**src/core/scl_pkg.sv**
```systemverilog
// constants and types for the system configuration lock bank
package scl_pkg;
  // register byte offsets (low 12 address bits)
  localparam logic [11:0] SCL_OFS_REVISION  = 12'h000;
  localparam logic [11:0] SCL_OFS_PART_ID   = 12'h018;
  localparam logic [11:0] SCL_OFS_STARTUP   = 12'h020;
  localparam logic [11:0] SCL_OFS_KEY_FIRST = 12'h038;
  localparam logic [11:0] SCL_OFS_KEY_SEC   = 12'h03c;
  localparam logic [11:0] SCL_OFS_HOST_CTL  = 12'h040;
  localparam logic [11:0] SCL_OFS_DSP_CTL   = 12'h044;
  localparam logic [11:0] SCL_OFS_RAW_STAT  = 12'h0e0;
  localparam logic [11:0] SCL_OFS_EN_STAT   = 12'h0e4;
  localparam logic [11:0] SCL_OFS_EN_SET    = 12'h0e8;
  localparam logic [11:0] SCL_OFS_EN_CLR    = 12'h0ec;
  localparam logic [11:0] SCL_OFS_EOI       = 12'h0f0;

  // unlock keys
  localparam logic [31:0] SCL_KEY_FIRST = 32'h83e70b13;
  localparam logic [31:0] SCL_KEY_SEC   = 32'h95a4f1e0;

  // identity words: values arbitrary, chosen for this design
  localparam logic [31:0] SCL_REVISION_DEF = 32'h00010000;
  localparam logic [31:0] SCL_PART_ID_DEF  = 32'h00000001;

  // field positions and widths
  localparam int          SCL_PIN_W       = 16;
  localparam int          SCL_VEC_LSB     = 10;
  localparam int          SCL_VEC_W       = 22;
  localparam int          SCL_RELEASE_BIT = 0;
  localparam int          SCL_ADDR_BIT    = 1;
  localparam int          SCL_PROT_BIT    = 0;
  localparam int          SCL_EOI_W       = 8;

  // edges after reset release before the synchronised straps are valid
  localparam logic [1:0]  SCL_SYNC_WAIT   = 2'h2;

  // reset values
  localparam logic [31:0] SCL_DSP_CTL_RST = 32'h00700000;
  localparam logic        SCL_RELEASE_RST = 1'h0;

  // unlock sequence states
  typedef enum logic [2:0] {
    SCL_LOCKED    = 3'b001,
    SCL_HALF_OPEN = 3'b010,
    SCL_OPEN      = 3'b100
  } scl_lock_t;
endpackage : scl_pkg

```
**src/core/scl_bank.sv**
```systemverilog
// system configuration lock bank with apb slave
//
// The register addresses and the APB interface to the registers are this design's own decisions.
`timescale 1ns/1ps

// Overview of operation
// RL1: read-only fixed revision word, writes ignored
// RL2: read-only part identity word for software
// RL3: capture startup pins once after reset release, upper zero
// RL4: all but eoi readable, non-key writes blocked until unlocked
// RL5: software writes first key first
// RL6: second key after first unlocks writes
// RL7: any wrong key value relocks bank
// RL8: release bit zero holds application core reset
// RL9: software keeps release set, enables core elsewhere
// RL10: dsp vector bits 31-10, default 00700000h
// RL11: dsp local reset loads modified boot vector
// RL12: bad address or locked write raises violation
// RL13: raw status: bit1 address, bit0 protection
// RL14: raw status write one sets, upper zero
// RL15: enabled status shows masked, write one clears
// RL16: enable-set write one enables interrupt
// RL17: enable-clear write one disables interrupt
// RL18: software writes end-of-interrupt after service
// RL19: interrupt high when flag and enable set
module scl_bank
  import scl_pkg::*;
(
  input  wire logic                 clk,
  input  wire logic                 rst_n,
  input  wire logic                 psel,
  input  wire logic                 penable,
  input  wire logic                 pwrite,
  input  wire logic [11:0]          paddr,
  input  wire logic [31:0]          pwdata,
  output logic      [31:0]          prdata,
  output logic                      pready,
  output logic                      pslverr,
  input  wire logic [SCL_PIN_W-1:0] startup_pins,
  input  wire logic                 dsp_local_reset,
  output logic                      core_release,
  output logic      [31:0]          dsp_boot_addr,
  output logic                      violation_irq
);

  typedef struct packed {
    logic [SCL_PIN_W-1:0] pin_s1;
    logic [SCL_PIN_W-1:0] pin_s2;
    logic                 dsr_s1;
    logic                 dsr_s2;
    logic                 dsr_prev;
    logic                 captured;
    logic [1:0]           cap_wait;
    logic [SCL_PIN_W-1:0] startup;
    scl_lock_t            lock;
    logic [31:0]          key_first;
    logic [31:0]          key_sec;
    logic                 release_bit;
    logic [SCL_VEC_W-1:0] vector;
    logic [1:0]           raw;
    logic [1:0]           enable;
    logic [SCL_EOI_W-1:0] eoi;
    logic [31:0]          rdata;
    logic                 ready;
    logic                 slverr;
    logic                 irq;
    logic [31:0]          boot_addr;
  } scl_state_t;

  scl_state_t state_reg;
  scl_state_t state_next;

  // known register offset check, shared by write and error paths
  function automatic logic scl_mapped(input logic [11:0] a);
    unique case (a)
      SCL_OFS_REVISION, SCL_OFS_PART_ID, SCL_OFS_STARTUP,
      SCL_OFS_KEY_FIRST, SCL_OFS_KEY_SEC, SCL_OFS_HOST_CTL,
      SCL_OFS_DSP_CTL, SCL_OFS_RAW_STAT, SCL_OFS_EN_STAT,
      SCL_OFS_EN_SET, SCL_OFS_EN_CLR, SCL_OFS_EOI: scl_mapped = 1'b1;
      default:                                     scl_mapped = 1'b0;
    endcase
  endfunction

  // registers whose writes the lock guards; keys stay open so they can unlock
  function automatic logic scl_guarded(input logic [11:0] a);
    unique case (a)
      SCL_OFS_HOST_CTL, SCL_OFS_DSP_CTL, SCL_OFS_RAW_STAT, SCL_OFS_EN_STAT,
      SCL_OFS_EN_SET, SCL_OFS_EN_CLR, SCL_OFS_EOI: scl_guarded = 1'b1;
      default:                                     scl_guarded = 1'b0;
    endcase
  endfunction

  // boot address as seen by the dsp core
  function automatic logic [31:0] scl_vec_word(input logic [SCL_VEC_W-1:0] v);
    scl_vec_word = {v, {SCL_VEC_LSB{1'b0}}};
  endfunction

  // read mux, evaluated in the setup phase
  function automatic logic [31:0] scl_read(input scl_state_t s, input logic [11:0] a);
    scl_read = 32'h00000000;
    unique case (a)
      SCL_OFS_REVISION:  scl_read = SCL_REVISION_DEF;                   // RL1
      SCL_OFS_PART_ID:   scl_read = SCL_PART_ID_DEF;                    // RL2
      SCL_OFS_STARTUP:   scl_read = {16'h0000, s.startup};              // RL3
      SCL_OFS_KEY_FIRST: scl_read = s.key_first;
      SCL_OFS_KEY_SEC:   scl_read = s.key_sec;
      SCL_OFS_HOST_CTL:  scl_read = {31'h00000000, s.release_bit};
      SCL_OFS_DSP_CTL:   scl_read = scl_vec_word(s.vector);             // RL10
      SCL_OFS_RAW_STAT:  scl_read = {30'h00000000, s.raw};              // RL13
      SCL_OFS_EN_STAT:   scl_read = {30'h00000000, s.raw & s.enable};   // RL15
      SCL_OFS_EN_SET:    scl_read = {30'h00000000, s.enable};
      SCL_OFS_EN_CLR:    scl_read = {30'h00000000, s.enable};
      default:           scl_read = 32'h00000000;                       // eoi is write only
    endcase
  endfunction

  logic        setup_phase;
  logic        wr_commit;
  logic        wr_allowed;
  logic        addr_fault;
  logic        prot_fault;
  logic [1:0]  hw_set;

  always_comb begin
    setup_phase = psel & ~penable;
    // a write lands only at the edge where pready is seen high
    wr_commit   = psel & penable & pwrite & state_reg.ready;
    wr_allowed  = wr_commit & scl_mapped(paddr) &
                  (~scl_guarded(paddr) | (state_reg.lock == SCL_OPEN));   // RL4
    addr_fault  = psel & penable & state_reg.ready & ~scl_mapped(paddr);  // RL12
    prot_fault  = wr_commit & scl_guarded(paddr) & (state_reg.lock != SCL_OPEN); // RL12
    hw_set      = 2'b00;
    hw_set[SCL_ADDR_BIT] = addr_fault;
    hw_set[SCL_PROT_BIT] = prot_fault;
  end

  // next-state logic for the whole bank
  always_comb begin
    state_next = state_reg;

    // startup pins come from pads: two flops before use
    state_next.pin_s1   = startup_pins;
    state_next.pin_s2   = state_reg.pin_s1;
    state_next.dsr_s1   = dsp_local_reset;
    state_next.dsr_s2   = state_reg.dsr_s1;
    state_next.dsr_prev = state_reg.dsr_s2;

    // sample straps once, after sync settles post reset;
    // the sync flops reset to zero, so an early capture would read zero
    if (!state_reg.captured) begin
      if (state_reg.cap_wait == SCL_SYNC_WAIT) begin
        state_next.startup  = state_reg.pin_s2;               // RL3
        state_next.captured = 1'b1;
      end else begin
        state_next.cap_wait = state_reg.cap_wait + 2'h1;
      end
    end

    // apb answer: zero wait, ready rises in the access phase
    state_next.ready  = setup_phase;
    state_next.slverr = setup_phase & ~scl_mapped(paddr);
    state_next.rdata  = 32'h00000000;
    if (setup_phase && !pwrite) begin
      state_next.rdata = scl_read(state_reg, paddr);
    end

    // unlock sequence: keys always writable, wrong value relocks
    if (wr_commit && paddr == SCL_OFS_KEY_FIRST) begin
      state_next.key_first = pwdata;
      if (pwdata != SCL_KEY_FIRST) begin
        state_next.lock = SCL_LOCKED;                         // RL7
      end else if (state_reg.lock != SCL_OPEN) begin
        state_next.lock = SCL_HALF_OPEN;                      // RL5
      end
    end
    if (wr_commit && paddr == SCL_OFS_KEY_SEC) begin
      state_next.key_sec = pwdata;
      if (pwdata != SCL_KEY_SEC) begin
        state_next.lock = SCL_LOCKED;                         // RL7
      end else if (state_reg.lock == SCL_HALF_OPEN) begin
        state_next.lock = SCL_OPEN;                           // RL6
      end
    end

    // guarded writes, only when open
    if (wr_allowed) begin
      unique case (paddr)
        SCL_OFS_HOST_CTL: state_next.release_bit = pwdata[SCL_RELEASE_BIT];   // RL8
        SCL_OFS_DSP_CTL:  state_next.vector = pwdata[31:SCL_VEC_LSB];         // RL10
        SCL_OFS_RAW_STAT: state_next.raw = state_reg.raw | pwdata[1:0];       // RL14
        SCL_OFS_EN_STAT:  state_next.raw = state_reg.raw & ~pwdata[1:0];      // RL15
        SCL_OFS_EN_SET:   state_next.enable = state_reg.enable | pwdata[1:0]; // RL16
        SCL_OFS_EN_CLR:   state_next.enable = state_reg.enable & ~pwdata[1:0];// RL17
        SCL_OFS_EOI:      state_next.eoi = pwdata[SCL_EOI_W-1:0];             // RL18
        default:          state_next.eoi = state_reg.eoi;
      endcase
    end

    // hardware set applied last so it beats a same-cycle clear
    state_next.raw = state_next.raw | hw_set;                 // RL12

    // level interrupt from enabled flags, registered
    state_next.irq = |(state_next.raw & state_next.enable);   // RL19

    // dsp takes the programmed vector on a local reset request edge
    if (state_reg.dsr_s2 && !state_reg.dsr_prev) begin
      state_next.boot_addr = scl_vec_word(state_reg.vector);  // RL11
    end
  end

  // single state register, constants only under reset
  always_ff @(posedge clk or negedge rst_n) begin
    if (!rst_n) begin
      state_reg             <= '0;
      state_reg.lock        <= SCL_LOCKED;                    // RL4
      state_reg.release_bit <= SCL_RELEASE_RST;               // RL8
      state_reg.vector      <= SCL_DSP_CTL_RST[31:SCL_VEC_LSB];
      state_reg.boot_addr   <= SCL_DSP_CTL_RST;               // RL10
    end else begin
      state_reg <= state_next;
    end
  end

  // outputs straight from the state register
  always_comb begin
    prdata        = state_reg.rdata;
    pready        = state_reg.ready;
    pslverr       = state_reg.slverr;
    core_release  = state_reg.release_bit;                    // RL8
    dsp_boot_addr = state_reg.boot_addr;
    violation_irq = state_reg.irq;
  end

endmodule // scl_bank

```
**config.mk**
```make
export PLATFORM = sky130hd
export DESIGN_NAME = scl_bank
export DESIGN_NICKNAME = d
export VERILOG_FILES = /design/src/core/scl_pkg.sv /design/src/core/scl_bank.sv
export SDC_FILE = /design/constraint.sdc
export NUM_CORES = 1
export LEC_CHECK = 0
export BUFFER_PORTS_ARGS = -buffer_cell sky130_fd_sc_hd__buf_2
export CORE_ASPECT_RATIO = 1.2
export CORE_MARGIN = 2
export CORE_UTILIZATION = 60
export DETAILED_ROUTE_END_ITERATION = 10
export HOLD_SLACK_MARGIN = 0.03
export PLACE_DENSITY = 0.81
export SYNTH_ARGS = -nofsm -noshare
export SYNTH_HDL_FRONTEND = slang
export SYNTH_SLANG_ARGS = --single-unit
```
**constraint.sdc**
```tcl
create_clock -name clk -period 5.6 [get_ports clk]
set_clock_uncertainty 0.05 [all_clocks]
set_input_delay 0.28 -clock clk [delete_from_list [all_inputs] [get_ports clk]]
set_output_delay 0.28 -clock clk [all_outputs]
set_load 0.005 [all_outputs]
```
Word-level counts from Yosys, hierarchy flattened
Index checks and enable logic that the tools add are counted.
{"block": "classes", "addsub": 1, "n_reduce_logical": 16, "bitwise": 25, "n_lt_le_gt_ge": 0, "shifts": 0, "n_mux": 18, "mul": 0, "n_eq_ne": 17, "div_mod_pow": 0}
{"operator": "$pmux 32 s10", "count": 1}
{"operator": "$ne 32x32->1 const B", "count": 2}
{"operator": "$eq 12x8->1 const B", "count": 5}
{"operator": "$eq 12x6->1 const B", "count": 3}
{"operator": "$mux 35", "count": 1}
{"operator": "$mux 32", "count": 1}
{"operator": "$eq 12x7->1 const B", "count": 2}
{"operator": "$mux 19", "count": 1}
{"operator": "$mux 16", "count": 1}
{"operator": "$mux 3", "count": 5}
{"operator": "$eq 12x5->1 const B", "count": 1}
{"operator": "$logic_not 12->1", "count": 1}
{"operator": "$mux 12", "count": 1}
{"operator": "$reduce_or 12->1", "count": 1}
{"operator": "$and 1x1->1", "count": 11}
{"operator": "$reduce_and 2->1", "count": 5}
{"operator": "$and 2x2->2", "count": 4}
{"operator": "$mux 8", "count": 1}
{"operator": "$pmux 2 s2", "count": 2}
{"operator": "$reduce_or 7->1", "count": 1}
{"operator": "$or 2x2->2", "count": 3}
{"operator": "$not 1->1", "count": 5}
{"operator": "$logic_and 1x1->1", "count": 4}
{"operator": "$reduce_or 2->1", "count": 2}
{"operator": "10 further kinds", "count": 13}
{"block": "totals", "latchBits": 0, "mem_bits_ro": 0, "input_bits": 66, "mem_count": 0, "output_inout_bits": 68, "word_cells": 98, "reg_bits": 213, "mem_bits_rw": 0}

Logic depth before layout (Yosys ltp)
Gate-level depths: netlist of the first run.
{"block": "logic_depth", "depth_word": 10, "ltp_mapped": 9}

Worst setup path after synthesis of the first run
No wires, ideal clock.
{"block": "synth_path", "path_type": "input to register", "start": "input paddr[7]", "end": "register state_reg (netlist bit violation_irq)", "path_stages": 6, "t_required_ps": 5429, "slack_ps": 3298, "t_arrival_ps": 2131, "path_buffers": 0, "path_cell_list": "or3_1 -> o22a_1 -> or3_4 -> a2111o_1 -> a211o_1 -> a22o_1"}
{"item": "start: declaration", "line": "scl_bank.sv:34", "rtl": "input wire logic [11:0] paddr,"}
{"item": "end signal: assignment", "line": "scl_bank.sv:220", "rtl": "state_reg <= state_next;"}
{"item": "end: declaration", "line": "scl_bank.sv:70", "rtl": "scl_state_t state_reg;"}

Worst setup path after layout of the first run
{"block": "layout_path", "start": "input paddr[9]", "end": "register state_reg[79] in the netlist's numbering"}
{"block": "layout_via", "elab_chain_cells": 7}
{"item": "$eq 12x8->1, or another cell as far along", "line": "scl_bank.sv:75, scl_bank.sv:86"}
{"item": "$reduce_or 7->1", "line": "scl_bank.sv:86", "rtl": "unique case (a)"}
{"item": "$mux 1", "line": "scl_bank.sv:86"}
{"item": "$not 1->1", "line": "scl_bank.sv:129", "rtl": "(~scl_guarded(paddr) | (state_reg.lock == SCL_OPEN));"}
{"item": "$or 1x1->1", "line": "scl_bank.sv:129"}
{"item": "$and 1x1->1", "line": "scl_bank.sv:128", "rtl": "wr_allowed = wr_commit & scl_mapped(paddr) &"}
{"item": "$reduce_and 2->1 (no source line) *"}
Every way passes the cells marked *; elsewhere a longest branch is shown, timed or not.
A chain may end at the register's enable or synchronous reset.

==> flow_metrics.tcl, run 1 <==
set metrics [dict create \
    clk_path_buf_depth 3 \
    r2r-start "state_reg[167]" \
    drive_gt1_share_pct 40.85 \
    numPlacedInstances 860 \
    critPathMaxFanout 23 \
    synthArstFlopShare_pct 100.0 \
    num_vias 5521 \
    crit_top_cell "nand2_1" \
    io_buffers 123 \
    synth_top_area_cell "dfrtp_1" \
    ir_drop_v 0.0002210 \
    syn-cell-area_um2 8486 \
    postPlaceCellArea_um2 8842 \
    drtIter0Drc 412 \
    seq_area_frac_synth_pct 60.56 \
    tightest_slew_ns 1.134 \
    path_class "in -> reg" \
    worstSetupEndpoint "state_reg[79]" \
    p_sw_share_pct 20.22 \
    die_y_um 134.3 \
    cp-end-kind "register" \
    drt_wl_total_um 18170 \
    grt-ovfl-total 0 \
    fin_crit_sh_pct 60.74 \
    clkLatencyLatePin_ns 0.48 \
    syn_inst 644 \
    synth_top_area_share_pct 58.39 \
    cts_sinks 205 \
    via_per_inst 6.001 \
    pwr-share-seq_pct 49.7 \
    yosysWarnings 0 \
    r2r_cells 6 \
    ys_types 55 \
    io_pins 134 \
    powerDensity_nw_per_um2 309.8 \
    power_w 0.003037 \
    p_leak_nw 4.753 \
    final_antenna_net_count 0 \
    rows 47 \
    hold_viol_final 0 \
    n_antenna_cell 0 \
    largest_reg_flops 129 \
    relSlewSlack_pct 24.25 \
    fin_area_um2 9801 \
    track_usage_pct 24.35 \
    path_cells "buf_2, nor4_4, nand2_1, nor2_1, and3_1, nand2_1, mux2_2" \
    ctsResizeCount 0 \
    gp_congestion 0.9751 \
    arrival_ns 3.71 \
    tns_ns 0 \
    startpoint "paddr[9]" \
    wl_per_cell_um 19.75 \
    drc 0 \
    cp_slowest_cell "nand2_1" \
    grt_pass1_wl_um 29550 \
    cap_viol_max_count 0 \
    areaGrowthSynthToFinish_pct 15.50 \
    cts_hold_buf 24 \
    die-area_um2 15110 \
    outcome "complete, no violations" \
    start_kind "input pin" \
    antenna_found_initial 1 \
    worstPathRequired_ns 5.90 \
    cts_buffers 20 \
    die_w_um 112.6 \
    post-route-util_pct 70.92 \
    max_stage_delay_ns 0.99 \
    pwr-share-comb_pct 4.0 \
    p_sw_w 0.0006141 \
    finalNonFillerCells 920 \
    cts_root_buf "clkbuf_16" \
    setup_viol 0 \
    drtPass1Iterations 6 \
    dp_hpwl_um 11750 \
    min_period_ns 3.402 \
    p_clk_share_pct 46.3 \
    synth_area_leaders "dfrtp_1 58%, mux2_2 17%, buf_4 5.7%" \
    ys_ff_latch 205 \
    fmax_mhz 294.0 \
    avgSynthCellArea_um2 13.18 \
    cts_tree "done" \
    r2r_end "state_reg[79]" \
    postCtsSetupBuffers 0 \
    final_nets 803 \
    synth_edf_count 0 \
    clk_pin_slew_ns 0.06 \
    p_int_w 0.002423 \
    core-area_um2 13820 \
    grt_max_degree 78 \
    hold_path.class "in -> reg" \
    synthFlopType "dfrtp_1" \
    r2r_slack_ns 2.78 \
    rsz0062_at_grt "no" \
    drv_slew 0 \
    cts_max_level 1 \
    hold_path_depth 2 \
    initial_core_util_pct 61.40 \
    first_global_vias 5761 \
]
-- worst min-delay path by stage --
stage / startpoint / endpoint
2_1_floorplan: rst_n / core_release
3_3_place_gp: rst_n / state_next[206]
3_5_place_dp: state_next[193] / state_reg[193]
4_1_cts: pwdata[23] / state_reg[125]
5_1_grt: pwdata[23] / state_reg[92]
6_report: pwdata[19] / state_reg[153]
-- through the flow --
stage / hold WS [ns] / worst slack (ns)
6_report: 0.03687 / 2.198
5_1_grt: 0.03158 / 2.098
4_1_cts: 0.03068 / 2.323
3_5_place_dp: 0.2847 / 1.828
3_3_place_gp: 0.2725 / 1.919
2_1_floorplan: -0.06559 / 3.298
-- power groups by stage --
stage	registers (W)	logic, W	clock network, W
2_1_floorplan	0.00153	0.0000356	0
3_5_place_dp	0.00154	0.000107	0
6_report	0.00151	0.000121	0.00141
5_1_grt	0.00151	0.000134	0.00149
3_3_place_gp	0.00154	0.000101	0
4_1_cts	0.00151	0.000121	0.00143
-- synthesized netlist by cell type (all sizes together), types with 2 or more instances --
master	count
dfrtp	198
mux2	127
buf	76
nand2	42
a21oi	24
nor2	24
a22oi	20
clkbuf	20
nand3	13
a222oi	10
dfstp	7
nor4	7
a31oi	6
nand4	6
nor3	6
inv	5
nor4b	4
a211o	3
and4	3
nand2b	3
o21ai	3
or3	3
a21o	2
a22o	2
and2	2
and3	2
nand3b	2
nor3b	2
nor4bb	2
xnor2	2
-- cell families (layout without fill, tap and decap cells) --
kind of cell | after synthesis | count (layout) | synth area share [%]
buffers and inverters | 101 | 197 | 7.417
adders and majority gates | 1 | 1 | 0.1474
and+or+nand+nor | 126 | 126 | 7.962
DFF | 205 | 205 | 60.56
muxes | 127 | 127 | 16.85
xor gates and xnor gates | 2 | 2 | 0.2065
other | 1 | 10 | 0.04419
AOI/OAI and AO/OA | 81 | 81 | 6.812
-- placed cells by master (no fill, tap or decap), types with 4 or more instances in the layout --
master and instances:
nor3_1 4, clkbuf_16 21, nand3_1 13, nand4_1 6
buf_2 122, a21oi_1 24, nand2_1 42, nor2_1 24
inv_1 5, dlygate4sd3_1 25, a31oi_1 6, clkbuf_8 5
buf_4 9, nor4b_1 4, conb_1 10, mux2_2 125
a22oi_1 20, a222oi_1 10, dfrtp_1 198, dfstp_2 7
-- layer usage --
layer / vias up / GRT usage (%) / part of all wire [%]
met4: 0 / 9.011 / 2.8
met1: 2813 / 31.38 / 40
met3: 49 / 3.751 / 6.1
met2: 249 / 41.98 / 52
li1: 2410 / - / -
met5: - / 0 / 0
-- critical path: cells and delay by family --
family                 cells  cell delay [ns]
and+or+nand+nor            5             2.74
buffers and inverters      1             0.11
muxes                      1             0.58
-- cell type report --
class / instances / area, um^2
clock buffer: 28 / 591.8
clock inverter: 7 / 116.4
fill: 938 / 4019
inverter: 5 / 18.77
multi-input combinational: 347 / 2779
sequential: 205 / 5139
tap: 171 / 214.0
timing repair buffer: 157 / 942.2
Power figures use the tool's default switching activity.
==> inputs of run 2 (changes only) <==
- ABC_AREA: not set -> 1
- CORE_UTILIZATION: 60 -> 57
- PLACE_DENSITY: 0.81 -> 0.77
- clock period: 5.6 -> 3.2 ns (I/O delays scaled with it)
==> run 2 against run 1 <==
Effect of this change:
- first-iteration DRC count grew 5.8%
- sequential share of layout area down 2.8 points
- clock-buffer cell count down 1
- largest power group unchanged
- critical endpoint is now state_reg[163]
- combinational power rose by 150%
- synthesized area up 3.2%
- critical path type is now reg -> reg
- largest cell class unchanged
- die area up 8.4%
- cell count rose by 35%
- flip-flop and latch count is the same
- register-to-register slack worse by 1.9 ns
==> flow_metrics.tcl, run 2 <==
set metrics [dict create \
    synth-simple-area-share_pct 16.30 \
    drc 0 \
    worst_slack_ns 0.8692 \
    tns_ns 0 \
    syn_inst 909 \
    outcome "complete, no violations" \
    start_kind "register" \
    relSlewSlack_pct 25.37 \
    synth_top_family_by_area "simple AND/OR/NAND/NOR gates" \
    cts_tree "done" \
    cp.depth 8 \
    max_stage_delay_ns 0.53 \
    numPlacedInstances 1155 \
    arrival_ns 2.66 \
    die_w_um 117.2 \
    io_buffers 123 \
    r2r_cells 8 \
    io_pins 134 \
    n_antenna_cell 0 \
    cp_slowest_cell "inv_1" \
    antenna_found_initial 0 \
    finalNonFillerCells 1245 \
    synth_area_leaders "dfrtp_1 57%, nand2_1 8.7%, o21ai_0 5.5%" \
    synth_edf_count 0 \
    cp_num_buf_inv 3 \
    areaGrowthSynthToFinish_pct 18.31 \
    crit_top_cell "inv_1" \
    place_ws_ns 0.8113 \
    nFillCells 1129 \
    r2r_end "state_reg[163]" \
    initial_core_util_pct 58.32 \
    num_vias 6551 \
    track_usage_pct 25.83 \
    p_leak_nw 5.146 \
    cpLargestDelayFamily "buffers and inverters" \
    cts_sinks 205 \
    powerDensity_nw_per_um2 538.0 \
    first_global_vias 6643 \
    clkLatencyLatePin_ns 0.49 \
    min_to "core_release" \
    gp_congestion 0.9200 \
    worstPathRequired_ns 3.53 \
    final_antenna_net_count 0 \
    wl_per_cell_um 16.37 \
    rsz0062_at_grt "no" \
    clk_path_buf_depth 3 \
    grt_pass1_wl_um 33010 \
    fin_crit_sh_pct 72.84 \
    ir_drop_v 0.0005059 \
    synth-compound-area-share_pct 11.30 \
    seq_area_frac_synth_pct 58.66 \
    ys_types 37 \
    drt_wl_total_um 20380 \
    r2r_slack_ns 0.87 \
    hold_path.class "in -> reg" \
    final_cell_mix "202 x nand2_1, 198 x dfrtp_1, 122 x buf_2" \
    synth_xor_area_share_pct 0.09999 \
    yosysMostFrequentCell "nand2_1" \
    drtIter0Drc 436 \
    r2r-start "pready" \
    core-area_um2 15020 \
    layout_commonest_cell "nand2_1" \
    synthFlopType "dfrtp_1" \
    fmax_mhz 429.0 \
    cap_viol_max_count 0 \
    synth_top_area_cell "dfrtp_1" \
    drv_slew 0 \
    cts_buffers 21 \
    synth.mux.area_fraction_pct 2.057 \
    rows 49 \
    grt_max_degree 109 \
    synthAdderAreaFrac_pct 0.1428 \
    via_per_inst 5.262 \
    clk_pin_slew_ns 0.06 \
    yosysWarnings 0 \
    syn-cell-area_um2 8760 \
    hold_viol_final 0 \
    cts_max_level 1 \
    hold_path_depth 3 \
    drive_gt1_share_pct 22.09 \
    synth_top_area_share_pct 56.56 \
    hold_path.startpoint "pwdata[0]" \
    path_class "reg -> reg" \
    critPathMaxFanout 40 \
    dp_hpwl_um 13300 \
    synthTopCellsByCount "202 x nand2_1, 198 x dfrtp_1, 96 x o21ai_0, 88 x inv_1, 67 x nor2_1" \
    drtPass1Iterations 7 \
    grt-ovfl-total 0 \
    cp-end-kind "register" \
    min_period_ns 2.331 \
    tightest_slew_ns 1.117 \
    final_nets 1093 \
    synthArstFlopShare_pct 100.0 \
    die_y_um 139.8 \
    ys_ff_latch 205 \
    avgSynthCellArea_um2 9.637 \
    path_cells "nand3_1, nor2_4, inv_1, nor2_1, inv_1, buf_4, nand2_1, o21ai_0" \
    setup_viol 0 \
    ctsResizeCount 0 \
    die-area_um2 16380 \
    largest_reg_flops 129 \
    cts_root_buf "clkbuf_16" \
]
-- run 2: cell types whose count changed in the layout (fill, tap and decap cells not counted), moves of 10 or more --
| cell | delta |
|---|---|
| o21ai_2 | +19 |
| inv_1 | +83 |
| o21ai_0 | +93 |
| a222oi_1 | -10 |
| a21oi_1 | -20 |
| a221oi_1 | +20 |
| a22oi_1 | -20 |
| dlygate4sd3_1 | +27 |
| nor2_1 | +43 |
| nand2_1 | +160 |
| mux2_2 | -109 |
-- run 2: metrics by stage --
stage | area (um^2) | hold WS, ns | total power, W | utilization [%]
finish | 10360 | 0.06849 | 0.005576 | 69.00
global route | 10360 | 0.06999 | 0.005755 | 69.00
CTS | 10360 | 0.05213 | 0.005591 | 69.00
detailed placement | 9109 | 0.2197 | 0.002988 | 60.64
global placement | 9109 | 0.2172 | 0.002981 | 60.64
floorplan | 8793 | -0.1856 | 0.002865 | -
-- run 2: timing repair --
item,CTS,global route
endpoints found under the hold margin,202,0
buffers inserted,0,0
hold buffers,52,0
-- run 2: metal layers --
| layer | track usage, % | wire length (um) | part of all wire, % | vias to the layer above |
|---|---|---|---|---|
| li1 | - | - | - | 3101 |
| met1 | 32.12 | 8160 | 40 | 3187 |
| met2 | 46.67 | 10880 | 53 | 227 |
| met3 | 3.441 | 891 | 4.4 | 36 |
| met4 | 6.935 | 440 | 2.2 | 0 |
| met5 | 0 | 0 | 0 | - |
-- run 2: how the worst max path moves through the flow --
stage,from,endpoint,slack [ns]
6_report,pready,state_reg[163],0.87
5_1_grt,pready,state_reg[163],0.60
4_1_cts,pready,state_reg[163],0.89
3_5_place_dp,paddr[9],state_reg[94],0.81
3_3_place_gp,paddr[11],state_reg[79],0.92
2_1_floorplan,state_reg[185],state_reg[175],1.54
-- run 2: cell families after synthesis --
group | count (synthesis)
AOI/OAI and AO/OA | 161
xor gates and xnor gates | 1
adders and majority gates | 1
buffers and inverters | 191
DFF | 205
muxes | 16
other | 1
and+or+nand+nor | 333
-- run 2: tightest hold or removal path, cell delays in order --
cell	delay (ns)
buf_2	0.14
inv_1	0.17
a21oi_1	0.09
-- run 2: layout make-up --
type	count	area [um^2]	area share [%]
tap	204	255.2	2.463
clock inverter	11	166.4	1.606
timing repair buffer	183	1230	11.87
clock buffer	27	568.0	5.481
sequential	205	5139	49.58
inverter	93	349.1	3.368
multi-input combinational	522	2656	25.63
-- run 2: where the power goes --
part           internal, W  total [W]  switching (W)
combinational     0.000130   0.000300       0.000171
sequential         0.00266    0.00269      0.0000296
clock              0.00158    0.00258        0.00100
total              0.00438    0.00558        0.00120
